### src/shared/spi_cfg_pkg.sv
// Behaviour
// Stream direction bit set: each following streamed byte goes to next higher address.
// Stream direction bit clear (reset): each following streamed byte goes to next lower address.
// Bit order bit set: data shifted least significant bit first both ways.
// Bit order bit clear (reset): data shifted most significant bit first both ways.
// Writing one to the reinit bit starts an internal configuration reset.
// Reinit bit clears itself when the internal reset sequence finishes.
// Bits 7..4 are read-only mirrored copies of bits 0..3; writes ignored.
package spi_cfg_pkg;
   // ----------------------------------------
   // Register map
   // ----------------------------------------
   localparam logic [11:0] SERIAL_PORT_CONFIG_ADDR = 12'h000;
   localparam logic [7:0] SERIAL_PORT_CONFIG_RESET = 8'h00;
   // ----------------------------------------
   // Field positions
   // ----------------------------------------
   localparam int REINIT_BIT = 0;
   localparam int BIT_ORDER_BIT = 1;
   localparam int STREAM_DIR_BIT = 2;
   localparam int OUT_PIN_BIT = 3;
   // ----------------------------------------
   // Reinit sequence length in clk cycles
   // ----------------------------------------
   localparam int REINIT_NS = 80;
   localparam int CLK_PERIOD_NS = 10;
   localparam logic [3:0] REINIT_CYCLES = 4'((REINIT_NS + CLK_PERIOD_NS - 1) / CLK_PERIOD_NS);
endpackage

### src/logic/reinit_seq.sv
`timescale 1ns/100ps
module reinit_seq (
   // Clock and reset
   input wire logic clk_in,
   input wire logic rst_n_in,
   // Control
   input wire logic start_in,
   output logic busy_out,
   output logic done_out
);
   import spi_cfg_pkg::*;
   logic [3:0] cnt_q;
   always_ff @(posedge clk_in or negedge rst_n_in) begin
      if (!rst_n_in) begin
         cnt_q <= 4'h0;
      end else if (start_in && cnt_q == 4'h0) begin
         cnt_q <= REINIT_CYCLES;
      end else if (cnt_q != 4'h0) begin
         cnt_q <= cnt_q - 4'h1;
      end
   end
   assign busy_out = (cnt_q != 4'h0);
   assign done_out = (cnt_q == 4'h1);
endmodule

### src/logic/serial_port_interface_config.sv
`timescale 1ns/100ps
module serial_port_interface_config (
   // Clock and reset
   input wire logic clk_in,
   input wire logic rst_n_in,
   // Register access from the serial port engine
   input wire logic [11:0] reg_addr_in,
   input wire logic reg_wr_in,
   input wire logic [7:0] reg_wdata_in,
   input wire logic reg_rd_in,
   output logic [7:0] reg_rdata_out,
   // Streaming address stepping
   input wire logic stream_step_in,
   input wire logic [11:0] stream_addr_in,
   output logic [11:0] stream_next_addr_out,
   // Settings to the shifter and device
   output logic bit_order_reverse_out,
   output logic output_pin_activation_out,
   output logic cfg_reset_out
);
   import spi_cfg_pkg::*;

   // ----------------------------------------
   // Configuration bits
   // ----------------------------------------
   logic stream_addr_direction_q;
   logic bit_order_reverse_q;
   logic output_pin_activation_q;
   logic self_clearing_reinit_q;
   logic busy;
   logic done;
   logic cfg_wr;
   logic [7:0] low_bits;
   assign cfg_wr = reg_wr_in && (reg_addr_in == SERIAL_PORT_CONFIG_ADDR);

   // Settings survive the reinit, which resets the rest of the device config
   always_ff @(posedge clk_in or negedge rst_n_in) begin
      if (!rst_n_in) begin
         stream_addr_direction_q <= SERIAL_PORT_CONFIG_RESET[STREAM_DIR_BIT];
         bit_order_reverse_q <= SERIAL_PORT_CONFIG_RESET[BIT_ORDER_BIT];
         output_pin_activation_q <= SERIAL_PORT_CONFIG_RESET[OUT_PIN_BIT];
      end else if (cfg_wr) begin
         stream_addr_direction_q <= reg_wdata_in[STREAM_DIR_BIT];
         bit_order_reverse_q <= reg_wdata_in[BIT_ORDER_BIT];
         output_pin_activation_q <= reg_wdata_in[OUT_PIN_BIT];
      end
   end

   // Self-clear wins over a set: a set is ignored while the reinit sequence is busy
   always_ff @(posedge clk_in or negedge rst_n_in) begin
      if (!rst_n_in) begin
         self_clearing_reinit_q <= 1'b0;
      end else if (cfg_wr && reg_wdata_in[REINIT_BIT] && !busy) begin
         self_clearing_reinit_q <= 1'b1;
      end else if (done) begin
         self_clearing_reinit_q <= 1'b0;
      end
   end

   reinit_seq u_reinit (
      .clk_in(clk_in),
      .rst_n_in(rst_n_in),
      .start_in(self_clearing_reinit_q),
      .busy_out(busy),
      .done_out(done)
   );
   assign cfg_reset_out = busy;

   // ----------------------------------------
   // Readback with mirrored copies
   // ----------------------------------------
   assign low_bits = {4'h0, output_pin_activation_q, stream_addr_direction_q,
                      bit_order_reverse_q, self_clearing_reinit_q};
   always_ff @(posedge clk_in or negedge rst_n_in) begin
      if (!rst_n_in) begin
         reg_rdata_out <= 8'h00;
      end else if (reg_rd_in) begin
         if (reg_addr_in == SERIAL_PORT_CONFIG_ADDR) begin
            reg_rdata_out <= {low_bits[0], low_bits[1], low_bits[2], low_bits[3], low_bits[3:0]};
         end else begin
            reg_rdata_out <= 8'h00;
         end
      end
   end

   // ----------------------------------------
   // Streaming address step
   // ----------------------------------------
   always_ff @(posedge clk_in or negedge rst_n_in) begin
      if (!rst_n_in) begin
         stream_next_addr_out <= 12'h000;
      end else if (stream_step_in) begin
         if (stream_addr_direction_q) begin
            stream_next_addr_out <= stream_addr_in + 12'h001;
         end else begin
            stream_next_addr_out <= stream_addr_in - 12'h001;
         end
      end
   end

   assign bit_order_reverse_out = bit_order_reverse_q;
   assign output_pin_activation_out = output_pin_activation_q;
endmodule

### config.mk
export PLATFORM = sky130hd
export DESIGN_NAME = serial_port_interface_config
export DESIGN_NICKNAME = d
export VERILOG_FILES = /design/src/shared/spi_cfg_pkg.sv /design/src/logic/reinit_seq.sv /design/src/logic/serial_port_interface_config.sv
export SDC_FILE = /design/constraint.sdc
export NUM_CORES = 1
export LEC_CHECK = 0
export BUFFER_PORTS_ARGS = -buffer_cell sky130_fd_sc_hd__buf_2
export CAP_MARGIN = 5
export CORE_MARGIN = 4
export CORE_UTILIZATION = 49
export CTS_CLUSTER_SIZE = 25
export DETAILED_ROUTE_END_ITERATION = 8
export GPL_TIMING_DRIVEN = 1
export PLACE_DENSITY = 0.8
export SYNTH_ARGS = -nofsm -noshare
export SYNTH_HDL_FRONTEND = slang
export SYNTH_SLANG_ARGS = --single-unit
### constraint.sdc
create_clock -name clk_in -period 2.4 [get_ports clk_in]
set_input_delay 0.24 -clock clk_in [delete_from_list [all_inputs] [get_ports clk_in]]
set_output_delay 0.24 -clock clk_in [all_outputs]
set_load 0.05 [all_outputs]
==> results.md <==
* Status: finished clean
* Initial Util at 52.0%
* Fill cells at 274
* Gpl congestion at 0.737
* Mapped cell area at 1600 um2
* Leak Pwr at 0.904 nW
* Yosys top cell area share at 37.6%
* Final global-route overflow total at 0
* Maxcap violations at 0
* Hold_buf cts at 1
* FF/Latch Area at 601 um2
* Remaining DRCs at 0
* Clock tree buffer depth at 2
* Final worst path period need at 2.16 ns
* RSZ-0062 raised after global routing: false
* Core Footprint at 3080 um2
* Synth Instances at 166
* WP data arrival at 2.42 ns
* Floorplan row count at 20
* Area Growth Syn to Fin at 21.0%
* CP Max Fanout at 12
* Routed wire length at 3400 um
* WL met2 at 1580 um
* Via count of the first global-routing pass at 1403
* Register area share after synthesis at 37.6%
* Die area at 4240 um2
* Fmax achieved at 0.462 GHz
* Setup crit start kind: flip-flop
* Finish-stage setup viols at 0
* Setup CP Type: flip-flop to flip-flop
* Root Driver: clkbuf_4
* Via/cell ratio at 5.46
* Power per cell area at 660 nW/um2
* Top post-synthesis cells by area: dfrtp_1 38%, ha_1 10%, mux2_2 4.2%
* Initial DRC Count at 61
* TritonCTS Buffers at 3
* Io pins at 60
* Clk_skew at 0.00359 ns
* Clock slew at reported path FFs at 0.14 ns
* Min-Delay Path Class: input pin to flip-flop
* Worst slew margin at 65.4%
* Most common cell in the netlist: dfrtp_1
* Area of the multi-input gates at 886 um2
* Worst-Margin Slew at 0.519 ns
* Port Buffer Count at 55
* Max IR drop VDD at 0.305 mV
* Die Width at 65.1 um
* CTS tree: yes
* # resized after CTS at 0
* Ys flop type: dfrtp_1
* Post-Route Setup TNS at 0 ns
* Crit end category: flip-flop
* # H-tree levels at 1
* Synth Warn # at 0
* Syn nets at 217
* CP Launch Point: stream_addr_direction_q
* Met3 Wirelength at 198 um
* Post-synth cell types at 48
* Wirelength per Cell at 13.0 um
* Top Metal Used: met4
* Pre-antenna DRT Iters at 4
* First-pass GRT wire length at 5960 um
* Asr flop ratio synth at 100%
* M1 WL at 1610 um
* Initial antenna violation count at 0
* Die height at 65.1 um
* Share of cells above drive strength 1 at 33.6%
* Finished Core Util at 62.9%
* Hpwl dp at 2590 um
* Period utilisation layout at 90.1%
* Top cells by count, synth: 24 x dfrtp_1, 13 x ha_1, 13 x inv_1
* Worst skew pair latency at 0.31 ns
* Final Max Slew Viols at 0
* Post-DRT Antenna Nets at 0
* NumNets Final at 269
* Syn Area/Cell at 9.63 um2
* Post-synth EDFFs at 0
* Setup bufs post-CTS at 0
* Worst EP required at 2.66 ns
* Largest net degree at the start of global routing at 25
* Leading area contributor after synthesis: dfrtp_1
* Reg2reg start: stream_addr_direction_q
* Via count at 1424
* Final Hold Vio Count at 0
* Worst Min Path Start: reg_wdata_in[3]
* Clock sink count at 24
* Gr usage total at 17.5%
* Yosys reg bits at 24
* Antenna Cells at 0
routing by layer:
layer  vias up  track usage [%]
met5         -                0
met1       665             23.2
met3         2             3.08
li1        709                -
met2        48             29.5
met4         0             4.66
registers in the layout, indices dropped and copies added, names as in the netlist:
register and cells:
stream_addr_direction_q 1, reg_rdata_out 4, output_pin_activation_out 1, self_clearing_reinit_q 1, u_reinit.cnt_q 4, stream_next_addr_out 12, bit_order_reverse_out 1
final timing paths:
kind	to	slack, ns	depth (start not counted)
setup / recovery	stream_next_addr_out[11]	0.24	6
hold / removal	output_pin_activation_out	0.15	2
setup reg to reg	stream_next_addr_out[11]	0.24	6
hold reg to reg	stream_next_addr_out[7]	0.50	2
max in group asynchronous	stream_next_addr_out[9]	1.64	2
min in group asynchronous	stream_next_addr_out[2]	0.41	2
layout make-up:
type | count | share of cell area (%)
clock buffers | 3 | 1.16
clock inverters | 1 | 1.55
inverters | 13 | 2.52
multi-input cells | 119 | 45.8
flip-flops and latches | 24 | 31.0
well taps | 44 | 2.84
repair buffers | 57 | 15.1
worst max-delay path, stage by stage (launching register included):
cell and delay (ns):
dfrtp_1 0.42, inv_1 0.33, ha_1 0.43, a21oi_2 0.26, o21ai_0 0.17, a2111o_1 0.41, nand3_1 0.08
power by group:
part           internal, mW  switching (mW)  leakage (nW)
sequential            0.469          0.0527         0.301
clock                 0.169           0.126        0.0279
combinational         0.171           0.289         0.575
per-stage QoR:
step,std cells,total power [mW],setup slack (ns),hold WS (ns),area (um2)
final,261,1.28,0.237,0.145,1940
after global routing,261,1.36,0.0691,0.119,1940
after CTS,261,1.29,0.248,0.132,1940
after detailed placement,256,0.987,0.301,0.249,1870
after global placement,256,0.976,0.334,0.251,1870
after floorplan,166,0.860,0.551,-0.0556,1600
cells by family (layout without fill, tap and decap cells):
group / count (synthesis) / after routing / share of synthesized area, %
adder cells (fa/ha/maj): 14 / 14 / 11.4
flip-flops: 24 / 24 / 37.6
XOR/XNOR: 5 / 5 / 2.74
AO/OA/AOI/OAI: 52 / 52 / 23.1
buffers and inverters: 23 / 74 / 7.04
multiplexers: 7 / 7 / 4.85
AND/OR/NAND/NOR: 41 / 41 / 13.3
placed cells by master (no fill, tap or decap), drive strengths merged, types with 2 or more instances in the layout:
master,n
mux2,6
nor3b,2
and3,3
dfrtp,24
nor2,5
ha,13
o211ai,4
nand4,3
buf,56
xnor2,3
inv,13
nand2,12
nor4,3
o22ai,5
o2bb2ai,2
nand3,5
nor2b,2
xor2,2
o21bai,2
a21o,3
a21oi,11
a31oi,2
clkbuf,3
o21ai,10
a211oi,5
No activity file was read; power rests on OpenSTA's default activity.
